$ cat src/hw/ipi_pkg.sv
// Constants, types and behaviour summary of the port and interrupt logic
// How it works
// - A write is START, address with write bit, register address, data bytes, STOP; each byte gets an ACK.
// - A read sets the pointer by a write, restarts, sends the read address, ACKs all but the last byte, then NACK and STOP.
// - The device drives the data line only in its ACK slots and while returning read bytes.
// - Two interrupt outputs, each driven to both levels.
// - Interrupt outputs are active high after reset; the invert bit of format_config makes them active low.
// - A function raises its flag only when enabled in irq_enable_mask; irq_pin_select routes it to output A or B.
// - Flags are latched; a data flag clears only when sample reads leave its condition false.
// - Reading irq_flag_report clears every latched flag except the data flags.
// - All functions work at once, and several may share one output.
// - Every function that can be enabled shows as a readable flag in irq_flag_report.
// - The bus address is 0x1D with addr_select_pin high and 0x53 with it low.
// - The new-sample flag is set while fresh data exists and clears when none remains.
package ipi_pkg;
   localparam logic [7:0] REG_ENABLE = 8'h2E;
   localparam logic [7:0] REG_PINSEL = 8'h2F;
   localparam logic [7:0] REG_FLAGS = 8'h30;
   localparam logic [7:0] REG_FORMAT = 8'h31;
   localparam logic [7:0] REG_SAMPLE_LO = 8'h32;
   localparam logic [7:0] REG_SAMPLE_HI = 8'h37;
   localparam logic [6:0] ADDR_PIN_HIGH = 7'h1D;
   localparam logic [6:0] ADDR_PIN_LOW = 7'h53;
   localparam logic [7:0] RST_ENABLE = 8'h00;
   localparam logic [7:0] RST_PINSEL = 8'h00;
   localparam logic [7:0] RST_FORMAT = 8'h00;
   localparam logic [7:0] RST_FLAGS = 8'h00;
   localparam int FMT_INVERT_BIT = 5;
   // Flag bits: 7 new sample, 6..2 event functions, 1 watermark, 0 overrun
   localparam logic [7:0] DATA_FLAGS = 8'h83;
   localparam logic [7:0] OTHER_FLAGS = 8'h7C;
   localparam logic [3:0] BYTE_BITS = 4'h8;
   localparam logic [3:0] LAST_BIT = 4'h7;
   localparam int FLAG_W = 8;
   localparam int SAMPLE_W = 48;
   typedef enum logic [2:0] {ST_IDLE, ST_RX, ST_ACK, ST_TX, ST_TXACK} ipi_state_e;
   typedef enum logic [1:0] {PH_ADDR, PH_REG, PH_DATA} ipi_phase_e;
endpackage : ipi_pkg

$ cat src/hw/ipi_top.sv
// Bus register port and interrupt flag logic
`timescale 1ns/10ps
module ipi_top (
   input wire logic clock,
   input wire logic nrst,
   input wire logic ce,
   input wire logic scl,
   input wire logic sdaIn,
   output logic sdaOut,
   output logic sdaOe,
   input wire logic addrSelectPin,
   input wire logic [ipi_pkg::FLAG_W-1:0] funcCond,
   input wire logic [ipi_pkg::SAMPLE_W-1:0] sampleData,
   output logic sampleReadStrobe,
   output logic irqOutA,
   output logic irqOutB
);
   logic sclS, sdaS, addrSelS;
   logic sclP_q, sclP_d, sdaP_q, sdaP_d;
   logic sclRise, sclFall, startSeen, stopSeen;
   ipi_pkg::ipi_state_e state_q, state_d;
   ipi_pkg::ipi_phase_e phase_q, phase_d;
   logic [3:0] cnt_q, cnt_d;
   logic [7:0] shift_q, shift_d;
   logic [7:0] ptr_q, ptr_d;
   logic rw_q, rw_d, ack_q, ack_d;
   logic sdaOe_d, sdaOut_d;
   logic [7:0] enQ, en_d, mapQ, map_d, fmtQ, fmt_d;
   logic wrStrobe, loadTx, clrRead, sampleRd;
   logic sampleRd_d;
   logic [7:0] rdByte;
   logic [6:0] myAddr;
   logic [7:0] flagsQ, flags_d, setV;
   logic readPend_q, readPend_d;
   logic [7:0] actA, actB;

   ipi_sync #(.W(3), .RST_VAL(3'h7)) u_sync (
      .clock(clock),
      .nrst(nrst),
      .ce(ce),
      .d({addrSelectPin, scl, sdaIn}),
      .q({addrSelS, sclS, sdaS})
   );

   assign sclRise = sclS & ~sclP_q;
   assign sclFall = ~sclS & sclP_q;
   assign startSeen = sclS & sclP_q & sdaP_q & ~sdaS;
   assign stopSeen = sclS & sclP_q & ~sdaP_q & sdaS;
   assign myAddr = addrSelS ? ipi_pkg::ADDR_PIN_HIGH : ipi_pkg::ADDR_PIN_LOW;

   // Register read mux, sample bytes low first
   always_comb begin
      rdByte = 8'h00;
      if (ptr_q >= ipi_pkg::REG_SAMPLE_LO && ptr_q <= ipi_pkg::REG_SAMPLE_HI) begin
         rdByte = sampleData[8*(ptr_q - ipi_pkg::REG_SAMPLE_LO) +: 8];
      end else begin
         case (ptr_q)
            ipi_pkg::REG_ENABLE: rdByte = enQ;
            ipi_pkg::REG_PINSEL: rdByte = mapQ;
            ipi_pkg::REG_FLAGS: rdByte = flagsQ;
            ipi_pkg::REG_FORMAT: rdByte = fmtQ;
            default: rdByte = 8'h00;
         endcase
      end
   end

   // Bus framing
   always_comb begin
      sclP_d = sclS;
      sdaP_d = sdaS;
      state_d = state_q;
      phase_d = phase_q;
      cnt_d = cnt_q;
      shift_d = shift_q;
      ptr_d = ptr_q;
      rw_d = rw_q;
      ack_d = ack_q;
      sdaOe_d = sdaOe;
      sdaOut_d = 1'b0;
      en_d = enQ;
      map_d = mapQ;
      fmt_d = fmtQ;
      wrStrobe = 1'b0;
      loadTx = 1'b0;
      clrRead = 1'b0;
      sampleRd = 1'b0;
      if (startSeen) begin
         state_d = ipi_pkg::ST_RX;
         phase_d = ipi_pkg::PH_ADDR;
         cnt_d = 4'h0;
         sdaOe_d = 1'b0;
      end else if (stopSeen) begin
         state_d = ipi_pkg::ST_IDLE;
         sdaOe_d = 1'b0;
      end else begin
         case (state_q)
            ipi_pkg::ST_RX: begin
               if (sclRise) begin
                  shift_d = {shift_q[6:0], sdaS};
                  cnt_d = 4'(cnt_q + 4'h1);
               end else if (sclFall && cnt_q == ipi_pkg::BYTE_BITS) begin
                  cnt_d = 4'h0;
                  state_d = ipi_pkg::ST_ACK;
                  sdaOe_d = 1'b1;
                  case (phase_q)
                     ipi_pkg::PH_ADDR: begin
                        if (shift_q[7:1] != myAddr) begin
                           state_d = ipi_pkg::ST_IDLE;
                           sdaOe_d = 1'b0;
                        end else begin
                           rw_d = shift_q[0];
                        end
                     end
                     ipi_pkg::PH_REG: ptr_d = shift_q;
                     default: begin
                        wrStrobe = 1'b1;
                        ptr_d = 8'(ptr_q + 8'h01);
                     end
                  endcase
               end
            end
            ipi_pkg::ST_ACK: begin
               if (sclFall) begin
                  sdaOe_d = 1'b0;
                  if (rw_q && phase_q == ipi_pkg::PH_ADDR) begin
                     loadTx = 1'b1;
                  end else begin
                     state_d = ipi_pkg::ST_RX;
                     phase_d = (phase_q == ipi_pkg::PH_ADDR) ? ipi_pkg::PH_REG
                                                            : ipi_pkg::PH_DATA;
                  end
               end
            end
            ipi_pkg::ST_TX: begin
               if (sclFall) begin
                  if (cnt_q == ipi_pkg::LAST_BIT) begin
                     sdaOe_d = 1'b0;
                     cnt_d = 4'h0;
                     state_d = ipi_pkg::ST_TXACK;
                  end else begin
                     shift_d = {shift_q[6:0], 1'b0};
                     cnt_d = 4'(cnt_q + 4'h1);
                     sdaOe_d = ~shift_q[6];
                  end
               end
            end
            ipi_pkg::ST_TXACK: begin
               if (sclRise) begin
                  ack_d = ~sdaS;
               end else if (sclFall) begin
                  if (ack_q) begin
                     loadTx = 1'b1;
                  end else begin
                     state_d = ipi_pkg::ST_IDLE;
                  end
               end
            end
            default: state_d = ipi_pkg::ST_IDLE;
         endcase
      end
      if (loadTx) begin
         shift_d = rdByte;
         ptr_d = 8'(ptr_q + 8'h01);
         sdaOe_d = ~rdByte[7];
         cnt_d = 4'h0;
         state_d = ipi_pkg::ST_TX;
         clrRead = (ptr_q == ipi_pkg::REG_FLAGS);
         sampleRd = (ptr_q >= ipi_pkg::REG_SAMPLE_LO && ptr_q <= ipi_pkg::REG_SAMPLE_HI);
      end
      if (wrStrobe) begin
         case (ptr_q)
            ipi_pkg::REG_ENABLE: en_d = shift_q;
            ipi_pkg::REG_PINSEL: map_d = shift_q;
            ipi_pkg::REG_FORMAT: fmt_d = shift_q;
            default: fmt_d = fmtQ;
         endcase
      end
   end

   always_ff @(posedge clock) begin
      if (!nrst) begin
         sclP_q <= 1'b1;
         sdaP_q <= 1'b1;
         state_q <= ipi_pkg::ST_IDLE;
         phase_q <= ipi_pkg::PH_ADDR;
         cnt_q <= 4'h0;
         shift_q <= 8'h00;
         ptr_q <= 8'h00;
         rw_q <= 1'b0;
         ack_q <= 1'b0;
         sdaOe <= 1'b0;
         sdaOut <= 1'b0;
         enQ <= ipi_pkg::RST_ENABLE;
         mapQ <= ipi_pkg::RST_PINSEL;
         fmtQ <= ipi_pkg::RST_FORMAT;
      end else if (ce) begin
         sclP_q <= sclP_d;
         sdaP_q <= sdaP_d;
         state_q <= state_d;
         phase_q <= phase_d;
         cnt_q <= cnt_d;
         shift_q <= shift_d;
         ptr_q <= ptr_d;
         rw_q <= rw_d;
         ack_q <= ack_d;
         sdaOe <= sdaOe_d;
         sdaOut <= sdaOut_d;
         enQ <= en_d;
         mapQ <= map_d;
         fmtQ <= fmt_d;
      end
   end

   // Latched flags; hardware set wins over any clear
   always_comb begin
      setV = funcCond & enQ;
      flags_d = setV | (flagsQ & ~(clrRead ? ipi_pkg::OTHER_FLAGS : 8'h00));
      flags_d = flags_d & ~(readPend_q ? (ipi_pkg::DATA_FLAGS & ~funcCond) : 8'h00);
      readPend_d = sampleRd | (readPend_q & |(flags_d & ipi_pkg::DATA_FLAGS));
      sampleRd_d = sampleRd;
      actA = flagsQ & enQ & ~mapQ;
      actB = flagsQ & enQ & mapQ;
   end

   always_ff @(posedge clock) begin
      if (!nrst) begin
         flagsQ <= ipi_pkg::RST_FLAGS;
         readPend_q <= 1'b0;
         sampleReadStrobe <= 1'b0;
      end else if (ce) begin
         flagsQ <= flags_d;
         readPend_q <= readPend_d;
         sampleReadStrobe <= sampleRd_d;
      end
   end

   ipi_irq_pin #(.FW(ipi_pkg::FLAG_W)) u_pinA (
      .clock(clock),
      .nrst(nrst),
      .ce(ce),
      .active(actA),
      .invert(fmtQ[ipi_pkg::FMT_INVERT_BIT]),
      .level(irqOutA)
   );

   ipi_irq_pin #(.FW(ipi_pkg::FLAG_W)) u_pinB (
      .clock(clock),
      .nrst(nrst),
      .ce(ce),
      .active(actB),
      .invert(fmtQ[ipi_pkg::FMT_INVERT_BIT]),
      .level(irqOutB)
   );
endmodule : ipi_top

$ cat src/hw/ipi_sync.sv
// Two-flop synchroniser for pin inputs
`timescale 1ns/10ps
module ipi_sync #(
   parameter int W = 1,
   parameter logic [W-1:0] RST_VAL = '0
) (
   input wire logic clock,
   input wire logic nrst,
   input wire logic ce,
   input wire logic [W-1:0] d,
   output logic [W-1:0] q
);
   logic [W-1:0] meta_q;
   logic [W-1:0] meta_d;
   logic [W-1:0] q_d;

   if (W < 1) begin : g_chk
      $error("ipi_sync: width must be at least 1");
   end

   always_comb begin
      meta_d = d;
      q_d = meta_q;
   end

   always_ff @(posedge clock) begin
      if (!nrst) begin
         meta_q <= RST_VAL;
         q <= RST_VAL;
      end else if (ce) begin
         meta_q <= meta_d;
         q <= q_d;
      end
   end
endmodule : ipi_sync

$ cat src/hw/ipi_irq_pin.sv
// One push-pull interrupt output with polarity
`timescale 1ns/10ps
module ipi_irq_pin #(
   parameter int FW = ipi_pkg::FLAG_W
) (
   input wire logic clock,
   input wire logic nrst,
   input wire logic ce,
   input wire logic [FW-1:0] active,
   input wire logic invert,
   output logic level
);
   logic level_d;

   if (FW < 1) begin : g_chk
      $error("ipi_irq_pin: flag width must be at least 1");
   end

   // Any routed flag asserts the pin
   always_comb begin
      level_d = (|active) ^ invert;
   end

   // Driven every cycle to both levels
   always_ff @(posedge clock) begin
      if (!nrst) begin
         level <= 1'b0;
      end else if (ce) begin
         level <= level_d;
      end
   end
endmodule : ipi_irq_pin

$ cat config.mk
export PLATFORM = sky130hd
export DESIGN_NAME = ipi_top
export DESIGN_NICKNAME = d
export VERILOG_FILES = /design/src/hw/ipi_pkg.sv /design/src/hw/ipi_top.sv /design/src/hw/ipi_sync.sv /design/src/hw/ipi_irq_pin.sv
export SDC_FILE = /design/constraint.sdc
export NUM_CORES = 1
export LEC_CHECK = 0
export BUFFER_PORTS_ARGS = -buffer_cell sky130_fd_sc_hd__clkbuf_2
export CORE_MARGIN = 2
export CORE_UTILIZATION = 54
export CTS_BUF_LIST = sky130_fd_sc_hd__clkbuf_4
export CTS_CLUSTER_DIAMETER = 50
export DETAILED_ROUTE_END_ITERATION = 10
export GPL_ROUTABILITY_DRIVEN = 0
export GPL_TIMING_DRIVEN = 0
export HOLD_SLACK_MARGIN = 0.03
export PLACE_DENSITY_LB_ADDON = 0.05
export SLEW_MARGIN = 25
export SYNTH_ARGS = -nofsm -noshare
export SYNTH_HDL_FRONTEND = slang
export SYNTH_SLANG_ARGS = --single-unit
$ cat constraint.sdc
create_clock -name clock -period 2.65 [get_ports clock]
set_input_delay 0.795 -clock clock [delete_from_list [all_inputs] [get_ports clock]]
set_output_delay 0.795 -clock clock [all_outputs]
set_load 0.05 [all_outputs]
==> run metrics <==
Die W ~94 microns; core area 7810 sq um; mean area per synthesized cell 8.29 sq um; fmax ~400 MHz; TritonCTS Buffers 9; CTS tree done; Post-Synthesis Cell Area 4400 sq um; Yosys cell types 68; Worst-path clk slew between 0.1 and 0.15 ns; Primary FF master, synth dfxtp_1; Slew @ Worst Pin between 0.8 and 0.9 ns; Mapped Cells around 530; post-synth top area cell dfxtp_1; DR iter-0 viols 470; ranking of synthesized cells by area dfxtp_1 33%, mux2i_1 8.0%, nor2_1 4.7%; fin crit share 94.7%; Vias approximately 4500; die area approximately 9000 sq um; initial antenna violation count 0; Max-cap violations 0; post-DR vias/cell 6.26; cell family with most CP delay compound AO/OA/AOI/OAI gates; first drt pass iteration count 5; vias in the first global route slightly above 4000; Port-buffer cells 65; most frequent cells in the layout 70 x dfxtp_1, 67 x clkbuf_2, 55 x nor2_1; Worst EP required about 3.0 ns; # IOs between 60 and 70; Fill cells approximately 690; pin count of the biggest net entering global routing 14; # nets final between 600 and 700; Clock Skews approximately 0.01 ns; status complete, no violations; row cnt 32; clk sinks around 70; r2r startpoint ptr_q[1]; antenna cells 0; die height 94.3 microns; post-synth top area share about a third; EDFF count, synth 0; Critical Path Source Type flip-flop; asr flop ratio synth 0%; Critical-path top delay cell dfxtp_2; fin cells between 700 and 800; Critical Path End Type flip-flop; synth warn 0; DP HPWL 9620 microns; remaining antenna violation count after routing 0; Clock Latency Late Sink about 0.44 ns; All-Layer GR Usage 30.1%; Buf+Inv Stages, Crit Path 3; Critical Path Fanout Max 10; WL/cell roughly 19 microns; Worst Path Arrival around 2.8 ns; H-tree depth 3; Starting Density about 56%; power share of the clock group 36.6%; most common cell after layout, fill and taps aside dfxtp_1; Placed Cells ~700; #FFs+latches synth a little over 70; P_int roughly 1.4 mW; Hold Slack between 0.4 and 0.5 ns; fin util about 66%; Area growth, synth to finish 16.3%; Final Slew Violations 0; Setup Viol. Count Final 0; final worst path period need around 2.5 ns; NetSw a little over 500 uW; Sw Ratio between 20% and 30%; share of cells above drive strength 1 22.5%; GRT overflow 0; Hold Vio Cnt, Final 0; maximum VDD drop ~0.32 mV; sequential element share of the synthesized area 32.7%; Flop pwr share between 50% and 60%; Pleak approximately 1.8 nW; Cell Pwr Density around 380 nW/um^2; syn_nets ~600; clk buf depth 2; Critical Path Start ptr_q[1]; DRC 0; hold crit path type reg -> reg; root buffer cell clkbuf_4; hold_sp ptr_q[7]; Comb pwr share around 7.7%; CP max stage delay 0.40 ns; WL final around 13000 microns; first-pass GRT wire length about 21000 microns; worst-path cell chain clkbuf_4 > inv_1 > ha_4 > buf_4 > mux4_2 > a32oi_1 > nor4_1 > a211o_1 > o211ai_1 > a21oi_1; Crit Path Category reg -> reg; slew margin rel. 44.1%
## stage by stage
stage	instance area [sq um]	setup TNS (ns)	setup WS, ns	power [mW]
floorplan	4400	0	0.0247	1.19
global placement	4860	-3.45	-0.463	1.26
detailed placement	4860	-3.89	-0.521	1.26
CTS	5010	0	0.00734	1.95
global route	5120	-0.0277	-0.0277	2.02
finish	5120	0	0.139	1.96
## per-layer routing
metal / vias up / wire length [microns] / global-route usage [%]
met5: - / 0 / 0
met4: 0 / 300 / 9.90
met3: 31 / 1160 / 5.14
met2: 235 / 5990 / 50.0
met1: 2060 / 5780 / 39.6
li1: 2153 / - / -
## worst min-delay path, cell delays in order, from the launching register on
cell and delay [ns]:
dfxtp_1 0.34, nand2_1 0.06, o21ai_1 0.05
## timing repair
action / CTS / global route
endpoints found under the hold margin: 0 / 0
setup buffers: 0 / 5
pin swaps: 0 / 2
resized for setup: 8 / 14
setup endpoints to repair: 9 / 22
hold buffers: 0 / 0
## cell usage after synthesis, types with 3 or more instances
| cell type | instances |
|---|---|
| nand2b_1 | 5 |
| o211ai_1 | 6 |
| buf_2 | 8 |
| or4_1 | 3 |
| inv_1 | 11 |
| o311a_1 | 6 |
| nand3_1 | 26 |
| a221oi_1 | 14 |
| buf_1 | 5 |
| a21oi_1 | 22 |
| nand3b_1 | 4 |
| o21ai_0 | 14 |
| o31ai_1 | 6 |
| clkbuf_1 | 27 |
| xnor2_1 | 3 |
| a32oi_1 | 6 |
| o21ai_1 | 8 |
| nor2b_1 | 8 |
| mux2_2 | 15 |
| nand4_1 | 8 |
| a22oi_1 | 20 |
| ha_1 | 8 |
| dfxtp_1 | 72 |
| nor3_1 | 6 |
| a21boi_0 | 3 |
| nand2_1 | 46 |
| nor2_1 | 55 |
| mux2i_1 | 35 |
| or3_1 | 4 |
| nor4_1 | 8 |
| a31oi_1 | 5 |
| a21o_1 | 4 |
| o22ai_1 | 13 |
## layout make-up
type	count	area, sq um	area share [%]
clock inverters	7	71.3	1.39
well taps	102	128	2.49
inverters	13	52.6	1.03
repair buffers	70	375	7.33
flip-flops and latches	72	1450	28.3
plain buffers	37	163	3.18
clock buffers	9	67.6	1.32
multi-input cells	405	2820	55.0
## power by group through the flow
| stage | sequential (mW) | combinational (mW) | clock (mW) |
|---|---|---|---|
| 2_1_floorplan | 1.12 | 0.0766 | 0 |
| 6_report | 1.09 | 0.151 | 0.717 |
| 5_1_grt | 1.09 | 0.165 | 0.765 |
| 4_1_cts | 1.09 | 0.149 | 0.714 |
| 3_3_place_gp | 1.12 | 0.144 | 0 |
| 3_5_place_dp | 1.12 | 0.148 | 0 |
## flip-flops by register name, summed over array words and instances (netlist names)
name and count:
enQ 8, flagsQ 8, fmtQ 8, mapQ 8, ptr_q 8, shift_q 8, cnt_q 4, state_q 3
u_sync.meta_q 3, u_sync.q 3, phase_q 2, ack_q 1, readPend_q 1, rw_q 1, sampleReadStrobe 1, sclP_q 1
sdaOe 1, sdaP_q 1, u_pinA.level 1, u_pinB.level 1
## path summary, 6_finish.rpt
kind / to / slack, ns / cells past startpoint
worst min register to register: ptr_q[7] / 0.48 / 2
worst min-delay path: ptr_q[7] / 0.48 / 2
worst max-delay path: shift_q[7] / 0.14 / 10
worst max register to register: shift_q[7] / 0.14 / 10
## cell families (layout without fill, tap and decap cells)
group,count (synthesis),after routing,share of synthesized area [%]
AND/OR/NAND/NOR,195,195,23.3
flip-flops,72,72,32.7
XOR/XNOR,4,4,0.796
other,1,1,0.0852
AO/OA/AOI/OAI,146,146,23.5
buffers and inverters,54,136,4.92
adder cells (fa/ha/maj),8,8,2.27
multiplexers,51,51,12.3
Note: power is estimated with default switching activity, not from simulation.
